`src/core/tc2_irq_pkg.sv`:
```
// package for the timer-2 interrupt and asynchronous-status block
// assumes a cpu data-space register port with byte-wide data
package tc2_irq_pkg;
  localparam logic [7:0] flags_data_addr = 8'h37;
  localparam logic [7:0] io_space_offset = 8'h20;
  localparam logic [7:0] flags_io_addr = 8'h17;
  localparam logic [7:0] mask_addr = 8'h70;
  localparam logic [7:0] async_addr = 8'hb6;
  localparam logic [7:0] ctrl_a_addr = 8'hb0;
  localparam logic [7:0] ctrl_b_addr = 8'hb1;
  localparam logic [7:0] counter_addr = 8'hb2;
  localparam logic [7:0] cmp_a_addr = 8'hb3;
  localparam logic [7:0] cmp_b_addr = 8'hb4;
  localparam logic [7:0] reg_reset = 8'h00;
  localparam logic [7:0] count_max = 8'hff;
  localparam logic [7:0] count_bottom = 8'h00;
  localparam int bit_ovf = 0;
  localparam int bit_cmp_a = 1;
  localparam int bit_cmp_b = 2;
  localparam int irq_bits = 3;
  localparam int bit_ctrl_b_busy = 0;
  localparam int bit_ctrl_a_busy = 1;
  localparam int bit_cmp_b_busy = 2;
  localparam int bit_cmp_a_busy = 3;
  localparam int bit_counter_busy = 4;
  localparam int bit_async_sel = 5;
  localparam int bit_ext_clk = 6;
  localparam int busy_bits = 5;
  localparam logic [2:0] async_sync_cycles = 3'h2;
endpackage : tc2_irq_pkg

```
`src/core/tc2_update_slot.sv`:
```
// one asynchronously updated register with its temporary holding copy
// assumes the transfer delay models the slow-clock hand-over
`timescale 1ns/1ps
module tc2_update_slot (
  input wire logic clk_sys,
  input wire logic resetn,
  input wire logic wr,
  input wire logic async_mode,
  input wire logic [7:0] wdata,
  output logic [7:0] value_reg,
  output logic busy_reg
);
  logic [7:0] hold_reg;
  logic [2:0] wait_reg;

  always_ff @(posedge clk_sys or negedge resetn) begin
    if (!resetn) begin
      value_reg <= tc2_irq_pkg::reg_reset;
      hold_reg <= tc2_irq_pkg::reg_reset;
      busy_reg <= 1'b0;
      wait_reg <= 3'h0;
    end else if (wr && async_mode) begin
      // staged; the target loads only after the hand-over delay
      hold_reg <= wdata;
      busy_reg <= 1'b1;
      wait_reg <= tc2_irq_pkg::async_sync_cycles;
    end else if (wr) begin
      value_reg <= wdata;
    end else if (busy_reg) begin
      if (wait_reg == 3'h0) begin
        value_reg <= hold_reg;
        busy_reg <= 1'b0;
      end else begin
        wait_reg <= wait_reg - 3'h1;
      end
    end
  end
endmodule : tc2_update_slot

```
`src/core/tc2_irq_status.sv`:
```
// timer-2 interrupt mask, interrupt flags and asynchronous status
// assumes a byte-wide cpu register port; counter core supplies events
//
// Contract
// - compare-B value compared to counter continuously
// - compare-B request needs enable, global bit, flag
// - compare-A request needs enable, global bit, flag
// - overflow request needs enable, global bit, flag
// - compare-B match sets flag bit two
// - compare-A match sets flag bit one
// - counter overflow sets flag bit zero
// - pwm direction change at bottom sets overflow
// - vector execution clears its flag
// - writing one clears flag, zero keeps
// - external clock buffer enabled; crystal off then
// - async select chooses i/o or oscillator clock
// - counter write sets busy until loaded
// - compare-A write sets busy until loaded
// - compare-B write sets busy until loaded
// - control-A write sets busy until transferred
// - control-B write sets busy until transferred
// - flags at data 0x37 and io 0x17
`timescale 1ns/1ps
module tc2_irq_status (
  input wire logic clk_sys,
  input wire logic resetn,
  input wire logic [7:0] addr,
  input wire logic io_space,
  input wire logic wr_en,
  input wire logic rd_en,
  input wire logic [7:0] wdata,
  output logic [7:0] rdata,
  input wire logic global_irq_enable,
  input wire logic [7:0] counter_value,
  input wire logic counter_overflow,
  input wire logic pwm_mode,
  input wire logic pwm_bottom_turn,
  input wire logic [tc2_irq_pkg::irq_bits-1:0] vector_ack,
  output logic [tc2_irq_pkg::irq_bits-1:0] irq_req,
  output logic cmp_b_match,
  output logic ext_clock_input_enable,
  output logic crystal_osc_run,
  output logic timer_clk_async,
  output logic [7:0] compare_a_value,
  output logic [7:0] compare_b_value,
  output logic [7:0] timer_ctrl_a,
  output logic [7:0] timer_ctrl_b,
  output logic [7:0] counter_load_value,
  output logic counter_load
);
  localparam int irq_n = tc2_irq_pkg::irq_bits;

  logic [7:0] eff_addr;
  logic wr_flags;
  logic wr_mask;
  logic wr_async;
  logic [irq_n-1:0] tc2_irq_flags_reg;
  logic [irq_n-1:0] tc2_irq_flags_next;
  logic [irq_n-1:0] tc2_irq_mask_reg;
  logic [irq_n-1:0] hw_set;
  logic [1:0] async_ctl_reg;
  logic [tc2_irq_pkg::busy_bits-1:0] busy;
  logic [tc2_irq_pkg::busy_bits-1:0] wr_slot;
  logic [7:0] slot_val [tc2_irq_pkg::busy_bits];
  logic [7:0] rdata_next;
  logic async_mode;
  logic cnt_busy_d_reg;
  logic [irq_n-1:0] vec_clear;
  logic [irq_n-1:0] sw_clear;
  logic [irq_n-1:0] irq_gate;

  // io instructions address the low window; rebase onto data space
  always_comb begin
    if (io_space) begin
      eff_addr = 8'(addr + tc2_irq_pkg::io_space_offset);
    end else begin
      eff_addr = addr;
    end
  end

  assign wr_flags = wr_en && (eff_addr == tc2_irq_pkg::flags_data_addr);
  assign wr_mask = wr_en && (eff_addr == tc2_irq_pkg::mask_addr);
  assign wr_async = wr_en && (eff_addr == tc2_irq_pkg::async_addr);
  assign async_mode = async_ctl_reg[1];

  // compare values come from the update slots, so matches use loaded values
  always_comb begin
    hw_set = '0;
    hw_set[tc2_irq_pkg::bit_cmp_b] =
      (counter_value == slot_val[tc2_irq_pkg::bit_cmp_b_busy]);
    hw_set[tc2_irq_pkg::bit_cmp_a] =
      (counter_value == slot_val[tc2_irq_pkg::bit_cmp_a_busy]);
    hw_set[tc2_irq_pkg::bit_ovf] = pwm_mode ? pwm_bottom_turn
                                            : counter_overflow;
  end

  // both clear paths are plain masks; the set term is ored in after them
  assign vec_clear = vector_ack;
  assign sw_clear = wr_flags ? wdata[irq_n-1:0] : '0;

  always_comb begin
    tc2_irq_flags_next = tc2_irq_flags_reg & ~vec_clear;
    tc2_irq_flags_next = tc2_irq_flags_next & ~sw_clear;
    // set last so a coincident clear never drops an event
    tc2_irq_flags_next = tc2_irq_flags_next | hw_set;
  end

  always_ff @(posedge clk_sys or negedge resetn) begin
    if (!resetn) begin
      tc2_irq_flags_reg <= '0;
    end else begin
      tc2_irq_flags_reg <= tc2_irq_flags_next;
    end
  end

  always_ff @(posedge clk_sys or negedge resetn) begin
    if (!resetn) begin
      tc2_irq_mask_reg <= '0;
    end else if (wr_mask) begin
      tc2_irq_mask_reg <= wdata[irq_n-1:0];
    end
  end

  // a request needs its flag, its enable bit and the cpu global bit together
  always_comb begin
    irq_gate = '0;
    irq_gate[tc2_irq_pkg::bit_cmp_b] = tc2_irq_flags_next[tc2_irq_pkg::bit_cmp_b]
      && tc2_irq_mask_reg[tc2_irq_pkg::bit_cmp_b] && global_irq_enable;
    irq_gate[tc2_irq_pkg::bit_cmp_a] = tc2_irq_flags_next[tc2_irq_pkg::bit_cmp_a]
      && tc2_irq_mask_reg[tc2_irq_pkg::bit_cmp_a] && global_irq_enable;
    irq_gate[tc2_irq_pkg::bit_ovf] = tc2_irq_flags_next[tc2_irq_pkg::bit_ovf]
      && tc2_irq_mask_reg[tc2_irq_pkg::bit_ovf] && global_irq_enable;
  end

  // requests registered from the next flag state; vector ack drops them next edge
  always_ff @(posedge clk_sys or negedge resetn) begin
    if (!resetn) begin
      irq_req <= '0;
    end else begin
      irq_req <= irq_gate;
    end
  end

  always_ff @(posedge clk_sys or negedge resetn) begin
    if (!resetn) begin
      cmp_b_match <= 1'b0;
    end else begin
      cmp_b_match <= hw_set[tc2_irq_pkg::bit_cmp_b];
    end
  end

  // [0] external clock bit, [1] async select; busy bits are read only
  always_ff @(posedge clk_sys or negedge resetn) begin
    if (!resetn) begin
      async_ctl_reg <= 2'b00;
    end else if (wr_async) begin
      async_ctl_reg <= {wdata[tc2_irq_pkg::bit_async_sel],
                        wdata[tc2_irq_pkg::bit_ext_clk]};
    end
  end

  // buffer and crystal share the oscillator pin, so they never run together
  always_ff @(posedge clk_sys or negedge resetn) begin
    if (!resetn) begin
      ext_clock_input_enable <= 1'b0;
    end else begin
      ext_clock_input_enable <= async_ctl_reg[0] && async_ctl_reg[1];
    end
  end

  always_ff @(posedge clk_sys or negedge resetn) begin
    if (!resetn) begin
      crystal_osc_run <= 1'b0;
    end else begin
      crystal_osc_run <= async_ctl_reg[1] && !async_ctl_reg[0];
    end
  end

  always_ff @(posedge clk_sys or negedge resetn) begin
    if (!resetn) begin
      timer_clk_async <= 1'b0;
    end else begin
      timer_clk_async <= async_ctl_reg[1];
    end
  end

  // one-hot write strobe per slot; at most one address matches
  always_comb begin
    wr_slot = '0;
    if (wr_en) begin
      case (eff_addr)
        tc2_irq_pkg::ctrl_b_addr: wr_slot[tc2_irq_pkg::bit_ctrl_b_busy] = 1'b1;
        tc2_irq_pkg::ctrl_a_addr: wr_slot[tc2_irq_pkg::bit_ctrl_a_busy] = 1'b1;
        tc2_irq_pkg::cmp_b_addr: wr_slot[tc2_irq_pkg::bit_cmp_b_busy] = 1'b1;
        tc2_irq_pkg::cmp_a_addr: wr_slot[tc2_irq_pkg::bit_cmp_a_busy] = 1'b1;
        tc2_irq_pkg::counter_addr: wr_slot[tc2_irq_pkg::bit_counter_busy] = 1'b1;
        default: wr_slot = '0;
      endcase
    end
  end

  // busy bit index doubles as slot index; a write while busy restarts it
  genvar gi;
  generate
    for (gi = 0; gi < tc2_irq_pkg::busy_bits; gi++) begin : g_slot
      tc2_update_slot u_slot (
        .clk_sys(clk_sys),
        .resetn(resetn),
        .wr(wr_slot[gi]),
        .async_mode(async_mode),
        .wdata(wdata),
        .value_reg(slot_val[gi]),
        .busy_reg(busy[gi])
      );
    end
  endgenerate

  // loaded values are re-registered so every top output leaves a flip-flop;
  // they trail the slot by one cycle, the match logic uses the slot directly
  always_ff @(posedge clk_sys or negedge resetn) begin
    if (!resetn) begin
      compare_a_value <= tc2_irq_pkg::reg_reset;
    end else begin
      compare_a_value <= slot_val[tc2_irq_pkg::bit_cmp_a_busy];
    end
  end

  always_ff @(posedge clk_sys or negedge resetn) begin
    if (!resetn) begin
      compare_b_value <= tc2_irq_pkg::reg_reset;
    end else begin
      compare_b_value <= slot_val[tc2_irq_pkg::bit_cmp_b_busy];
    end
  end

  always_ff @(posedge clk_sys or negedge resetn) begin
    if (!resetn) begin
      timer_ctrl_a <= tc2_irq_pkg::reg_reset;
    end else begin
      timer_ctrl_a <= slot_val[tc2_irq_pkg::bit_ctrl_a_busy];
    end
  end

  always_ff @(posedge clk_sys or negedge resetn) begin
    if (!resetn) begin
      timer_ctrl_b <= tc2_irq_pkg::reg_reset;
    end else begin
      timer_ctrl_b <= slot_val[tc2_irq_pkg::bit_ctrl_b_busy];
    end
  end

  always_ff @(posedge clk_sys or negedge resetn) begin
    if (!resetn) begin
      counter_load_value <= tc2_irq_pkg::reg_reset;
    end else begin
      counter_load_value <= slot_val[tc2_irq_pkg::bit_counter_busy];
    end
  end

  // counter load pulses when a sync write lands or the async busy falls
  always_ff @(posedge clk_sys or negedge resetn) begin
    if (!resetn) begin
      cnt_busy_d_reg <= 1'b0;
      counter_load <= 1'b0;
    end else begin
      cnt_busy_d_reg <= busy[tc2_irq_pkg::bit_counter_busy];
      counter_load <= (wr_slot[tc2_irq_pkg::bit_counter_busy] && !async_mode)
                      || (cnt_busy_d_reg && !busy[tc2_irq_pkg::bit_counter_busy]);
    end
  end

  always_comb begin
    rdata_next = tc2_irq_pkg::reg_reset;
    case (eff_addr)
      tc2_irq_pkg::flags_data_addr: rdata_next[irq_n-1:0] = tc2_irq_flags_reg;
      tc2_irq_pkg::mask_addr: rdata_next[irq_n-1:0] = tc2_irq_mask_reg;
      tc2_irq_pkg::async_addr: begin
        rdata_next[tc2_irq_pkg::busy_bits-1:0] = busy;
        rdata_next[tc2_irq_pkg::bit_async_sel] = async_ctl_reg[1];
        rdata_next[tc2_irq_pkg::bit_ext_clk] = async_ctl_reg[0];
      end
      tc2_irq_pkg::cmp_a_addr: rdata_next = slot_val[tc2_irq_pkg::bit_cmp_a_busy];
      tc2_irq_pkg::cmp_b_addr: rdata_next = slot_val[tc2_irq_pkg::bit_cmp_b_busy];
      tc2_irq_pkg::ctrl_a_addr: rdata_next = slot_val[tc2_irq_pkg::bit_ctrl_a_busy];
      tc2_irq_pkg::ctrl_b_addr: rdata_next = slot_val[tc2_irq_pkg::bit_ctrl_b_busy];
      // live count is read from the counter core, not from this holding copy
      tc2_irq_pkg::counter_addr: rdata_next = tc2_irq_pkg::reg_reset;
      default: rdata_next = tc2_irq_pkg::reg_reset;
    endcase
  end

  always_ff @(posedge clk_sys or negedge resetn) begin
    if (!resetn) begin
      rdata <= tc2_irq_pkg::reg_reset;
    end else if (rd_en) begin
      rdata <= rdata_next;
    end
  end
endmodule : tc2_irq_status

```
`config.mk`:
```
export PLATFORM = sky130hd
export DESIGN_NAME = tc2_irq_status
export DESIGN_NICKNAME = d
export VERILOG_FILES = /design/src/core/tc2_irq_pkg.sv /design/src/core/tc2_update_slot.sv /design/src/core/tc2_irq_status.sv
export SDC_FILE = /design/constraint.sdc
export NUM_CORES = 1
export LEC_CHECK = 0
export BUFFER_PORTS_ARGS = -buffer_cell sky130_fd_sc_hd__buf_2
export CAP_MARGIN = 20
export CORE_MARGIN = 1
export CORE_UTILIZATION = 60
export CTS_BUF_LIST = sky130_fd_sc_hd__clkbuf_4 sky130_fd_sc_hd__clkbuf_8
export DETAILED_ROUTE_END_ITERATION = 10
export PLACE_DENSITY_LB_ADDON = 0.1
export SYNTH_ARGS = -nofsm -noshare
export SYNTH_HDL_FRONTEND = slang
export SYNTH_SLANG_ARGS = --single-unit
```
`constraint.sdc`:
```
create_clock -name clk_sys -period 2.28 [get_ports clk_sys]
set_clock_uncertainty 0.1 [all_clocks]
set_input_delay 0.456 -clock clk_sys [delete_from_list [all_inputs] [get_ports clk_sys]]
set_output_delay 0.456 -clock clk_sys [all_outputs]
set_load 0.01 [all_outputs]
```
Yosys cells after proc, flatten, opt, wreduce, memory -nomap -nowiden
Index checks and enable logic that the tools add are counted.
{"block": "totals", "register_bits": 165, "in_bits": 36, "output_inout_bits": 56, "word_cells": 191}
{"block": "classes", "add_sub_neg": 6, "eq_ne": 20, "n_mux": 67, "n_bitwise": 10, "reduce_logical": 52}
{"cell": "two-way mux 8 bit", "count": 16}
{"cell": "two-way mux 3 bit", "count": 21}
{"cell": "== test 8 bit, second input constant", "count": 6}
{"cell": "AND reduction 3 bit", "count": 10}
{"cell": "nonzero test 2 bit", "count": 15}
{"cell": "two-way mux 1 bit", "count": 26}
{"cell": "one-hot mux 3 bit (7 select lines)", "count": 1}
{"cell": "inequality test 2 x 1 -> 1 bit, second input constant", "count": 10}
{"cell": "one-hot mux 4 bit (5 select lines)", "count": 1}
{"cell": "logical AND 1 bit", "count": 18}
{"cell": "== test 8 bit", "count": 2}
{"cell": "zero test 3 bit", "count": 5}
{"cell": "subtractor 3 x 1 -> 3 bit, second input constant", "count": 5}
{"cell": "adder 8 x 6 -> 8 bit, second input constant", "count": 1}
{"cell": "== test 8 x 6 -> 1 bit, second input constant", "count": 1}
{"cell": "== test 8 x 7 -> 1 bit, second input constant", "count": 1}
{"cell": "bitwise AND 3 bit", "count": 2}
{"cell": "inverter 3 bit", "count": 2}
{"cell": "two-way mux 5 bit", "count": 1}
{"cell": "inverter 1 bit", "count": 5}
{"cell": "one-hot mux 1 bit (4 select lines)", "count": 1}
{"cell": "zero test 1 bit", "count": 3}
{"cell": "bitwise OR 3 bit", "count": 1}
{"cell": "logical OR 1 bit", "count": 1}

Logic depth before layout (Yosys ltp)
{"block": "logic_depth", "word_depth": 10, "ltp_mapped": 8, "mapped_depth_nobuf": 7}

By module
From an unflattened synthesis, not the netlist that was laid out.
{"block": "unflattened", "hier_cells": 587, "area_unflattened_um2": 7389.6}
{"mod": "tc2_update_slot (g_slot[2].u_slot ...)", "instances": 3, "cells_per_inst": 76, "area_each_um2": 940.9, "seq_area_each_um2": 500.5}
{"mod": "tc2_irq_status", "instances": 1, "cells_per_inst": 207, "area_each_um2": 2672.6, "seq_area_each_um2": 1626.6}
{"mod": "tc2_update_slot (g_slot[0].u_slot ...)", "instances": 2, "cells_per_inst": 76, "area_each_um2": 947.2, "seq_area_each_um2": 500.5}

Worst setup path after synthesis
Ideal clock, no wire load.
{"block": "synth_path", "path_kind": "input port to flip-flop", "startpoint": "in addr[5]", "endpoint": "reg g_slot[0].u_slot.hold_reg[0]", "setup_time_ns": 0.125, "arrival_ns": 2.136, "required_ns": 2.055, "setup_slack_ns": -0.081, "cell_stages": 6, "n_path_buf": 0, "cell_sequence": "ha_1 -> and4bb_1 -> a22o_2 -> nand3_1 -> nor2_2 -> mux2_2"}
{"block": "synth_via", "elab_chain_len": 6}
{"element": "start: declaration", "line_no": "tc2_irq_status.sv:27", "source": "input wire logic [7:0] addr,"}
{"element": "adder 8 x 6 -> 8 bit", "line_no": "tc2_irq_status.sv:75", "source": "eff_addr = 8'(addr + tc2_irq_pkg::io_space_offset);"}
{"element": "two-way mux 8 bit *", "line_no": "tc2_irq_status.sv:74", "source": "if (io_space) begin"}
{"element": "== test 8 bit *", "line_no": "tc2_irq_status.sv:191", "source": "case (eff_addr)"}
{"element": "two-way mux 1 bit *", "line_no": "tc2_irq_status.sv:191"}
{"element": "two-way mux 5 bit *", "line_no": "tc2_irq_status.sv:190", "source": "if (wr_en) begin"}
{"element": "logical AND 1 bit *", "line_no": "tc2_update_slot.sv:22", "source": "end else if (wr && async_mode) begin"}
{"element": "end signal: assignment", "line_no": "tc2_update_slot.sv:19", "source": "hold_reg <= tc2_irq_pkg::reg_reset;"}
{"element": "end signal: assignment", "line_no": "tc2_update_slot.sv:24", "source": "hold_reg <= wdata;"}
{"element": "end: declaration", "line_no": "tc2_update_slot.sv:13", "source": "logic [7:0] hold_reg;"}
Every way passes the cells marked *; elsewhere a longest branch is shown, timed or not.
A chain may end at the register's enable or synchronous reset.

Worst setup path in the final report
{"block": "layout_path", "startpoint": "in addr[5]", "endpoint": "reg g_slot[4].u_slot.value_reg[7]"}
{"block": "layout_via", "elab_chain_len": 8, "word_cells_on_any_way": 11, "cone_classes": "1 x add/sub; 1 x eq/ne; 4 x mux; 1 x bitwise; 4 x reduce/logical"}
{"element": "adder 8 x 6 -> 8 bit", "line_no": "tc2_irq_status.sv:75"}
{"element": "two-way mux 8 bit *", "line_no": "tc2_irq_status.sv:74"}
{"element": "== test 8 bit *", "line_no": "tc2_irq_status.sv:191"}
{"element": "two-way mux 1 bit *", "line_no": "tc2_irq_status.sv:191"}
{"element": "two-way mux 5 bit *", "line_no": "tc2_irq_status.sv:190"}
{"element": "logical AND 1 bit", "line_no": "tc2_update_slot.sv:22"}
{"element": "inverter 1 bit (no source line)"}
{"element": "AND reduction 3 bit (no source line)"}
{"element": "end signal: assignment", "line_no": "tc2_update_slot.sv:18", "source": "value_reg <= tc2_irq_pkg::reg_reset;"}
{"element": "end signal: assignment", "line_no": "tc2_update_slot.sv:28", "source": "value_reg <= wdata;"}
{"element": "end signal: assignment", "line_no": "tc2_update_slot.sv:31", "source": "value_reg <= hold_reg;"}
{"element": "end: declaration", "line_no": "tc2_update_slot.sv:10", "source": "output logic [7:0] value_reg,"}
Marked as above.

==> impl_metrics.tcl <==
set metrics [dict create \
    synthArstFlopShare_pct 100 \
    finalHoldViolCount 0 \
    htreeDepth 4 \
    drc 7 \
    wl_um 17400 \
    power.density_mw_per_mm2 684 \
    grt_max_degree 61 \
    grt_pass1_vias 5408 \
    synth_top_cell_by_area "dfrtp_1" \
    cts-buffers-inserted 17 \
    critPathCapture "g_slot[4].u_slot.value_reg[7]" \
    dieArea_mm2 0.0126 \
    synth_cell_types 63 \
    antenna_found_initial 0 \
    ys_ff_latch 165 \
    portBuffers 91 \
    cts_buffer_depth 2 \
    dpl.hpwl_um 13000 \
    cp-start-kind "input port" \
    vias 5287 \
    relSlewSlack_pct 60.0 \
    synth.most_common_cell "dfrtp_1" \
    syn-num-nets 629 \
    drt-wirelength-per-cell_um 20.0 \
    worstSkewPairLatency_ps 450 \
    ys_seq_area_share_pct 56.7 \
    synth_cells 582 \
    busiest_layer "met2" \
    r2r_cells 7 \
    grt-ovfl-total 0 \
    syn_avg_cell_area_um2 12.5 \
    synth-edff-count 0 \
    worstReg2RegStart "g_slot[3].u_slot.wait_reg[0]" \
    post_cts.repair.setup_buffers 0 \
    setup_viol 0 \
    yosysTopAreaCellShare_pct 56.7 \
    timing.final.crit_share_pct 93.2 \
    nets 765 \
    gr-usage-met2_pct 47.9 \
    failed_checks "design-rule violations" \
    die_w_um 112 \
    ys.flop_type "dfrtp_1" \
    netlist_area_mm2 0.00728 \
    gp_congestion 0.876 \
    worstSetupEndpointType "flip-flop" \
    cts_tree "yes" \
    coreArea_mm2 0.0116 \
    dr.first_iter.drc_count 389 \
    startpoint "addr[5]" \
    root_buffer "clkbuf_8" \
    grt_first_pass_wirelength_um 28300 \
    yosys.area_share.simple_pct 11.2 \
    min_path_type "input port to flip-flop" \
    die_height_um 112 \
    synth.area.mux_share_pct 9.56 \
    grtUsageTotal_pct 30.0 \
    reg2reg_slack_ps 350 \
    numClockSinks 165 \
    criticalPathCategory "input port to flip-flop" \
    crit_arrival_ps 2420 \
    via_per_inst 6.05 \
    path_clk_slew_ps 90 \
    critPathRequiredTime_ps 2570 \
    final_core_util_pct 75.3 \
    synthAdderAreaFrac_pct 1.89 \
    timing.rr.end "g_slot[3].u_slot.value_reg[4]" \
    worst_pin_slew_ps 592 \
    drive_gt1_share_pct 36.7 \
    yosys-top-cells-area "dfrtp_1, mux2_2, a22o_1, o221a_2, a21o_1" \
    critPathMaxFanout 10 \
    status "finished with violations" \
    grt_use_met1_pct 39.6 \
    finalCriticalPeriod_ps 2130 \
    rows 39 \
    netlist_top_cells_count "dfrtp_1, mux2_2, inv_1, nand2_1, a21oi_1" \
    synth_compound_area_share_pct 15.3 \
    rsz0062_at_grt "no" \
    maxCapViolCount 0 \
    antenna_cells 0 \
    irDropWorstVdd_v 0.000611 \
    gr-usage-met3_pct 6.32 \
    synth_top_family_by_area "compound AO/OA/AOI/OAI gates" \
    yosysWarnings 0 \
    ios 92 \
    p_leak_nw 4.46 \
    timing.fmax_mhz 470 \
    start_util_pct 62.6 \
    syn2layout_area_growth_pct 20.2 \
    synth_xor_area_share_pct 2.05 \
    final.setup.tns_ps 0 \
    dr.pass1.iters 9 \
    ant_nets 0 \
    drv_slew 0 \
]
==> final cells by class <==
class | count | area (µm²)
fill | 775 | 2870
tap | 143 | 179
clock inverter | 15 | 190
timing repair buffer | 146 | 977
clock buffer | 17 | 234
inverter | 25 | 93.8
multi-input combinational | 363 | 2940
sequential | 165 | 4130
==> stage by stage <==
| step | cells | power (mW) | cell area [µm²] | hold slack (ps) | setup WS (ps) |
|---|---|---|---|---|---|
| global placement | 841 | 3.79 | 8310 | 279 | -194 |
| finish | 874 | 5.98 | 8740 | 125 | 155 |
| floorplan | 582 | 3.49 | 7300 | 60.4 | 11.6 |
| global route | 874 | 6.21 | 8740 | 105 | 77.2 |
| detailed placement | 841 | 3.82 | 8310 | 273 | -284 |
| CTS | 874 | 6.02 | 8740 | 103 | 189 |
==> kinds of logic (layout without fill, tap and decap cells) <==
group           after synthesis  after routing
flops                       165            165
buf+inv                      54            203
fa+ha+maj                    11             11
xor+xnor                     17             17
mux                          63             63
compound gates              140            140
simple gates                132            132
==> power breakdown <==
part	internal [mW]	total, mW	switching (mW)
Combinational	0.253	0.592	0.339
Clock	1.11	2.22	1.10
Sequential	3.07	3.17	0.107
Total	4.43	5.98	1.55
==> repair_timing <==
action                                 in CTS  in global routing
endpoints found under the hold margin      55                  0
gates resized for setup                     0                  0
setup endpoints to repair                   0                  0
hold buffers                                1                  0
==> metal layers <==
metal  part of all wire [%]  vias up
met5                      0        -
li1                       -     2405
met1                     43     2648
met2                     47      197
met4                    3.7        0
met3                    6.2       37
==> worst max-delay path, cell delays in order <==
cell and delay [ps]:
buf_2 110, ha_1 290, and4bb_1 220, a22o_2 250
buf_4 190, a311oi_4 440, buf_4 220, a22o_1 140
a21o_1 100
==> worst min-delay path by stage <==
stage	from	end	slack, ps	cells past startpoint
after floorplan	resetn	async_ctl_reg[0]	60	0
final	vector_ack[2]	tc2_irq_flags_reg[2]	130	2
after detailed placement	g_slot[4].u_slot.value_reg[3]	counter_load_value[3]	270	0
after CTS	vector_ack[2]	tc2_irq_flags_reg[2]	100	2
after global placement	g_slot[4].u_slot.value_reg[1]	counter_load_value[1]	280	0
after global routing	vector_ack[2]	tc2_irq_flags_reg[2]	110	2
==> cell usage in the layout (no fill, tap or decap), drive strengths merged, types with 6 or more instances in the layout <==
master / Yosys / routed
inv: 25 / 32
dfrtp: 165 / 165
ha: 11 / 11
mux2i: 11 / 11
a22o: 22 / 22
mux2: 52 / 52
a21o: 20 / 20
nand3: 8 / 8
clkbuf: 15 / 17
buf: 14 / 145
a21oi: 24 / 24
o22ai: 17 / 17
nor2: 23 / 23
nor3: 12 / 12
o221a: 16 / 16
xnor2: 16 / 16
o21ai: 12 / 12
nand2b: 23 / 23
nand2: 25 / 25
nor2b: 6 / 6
Power figures use the tool's default switching activity.
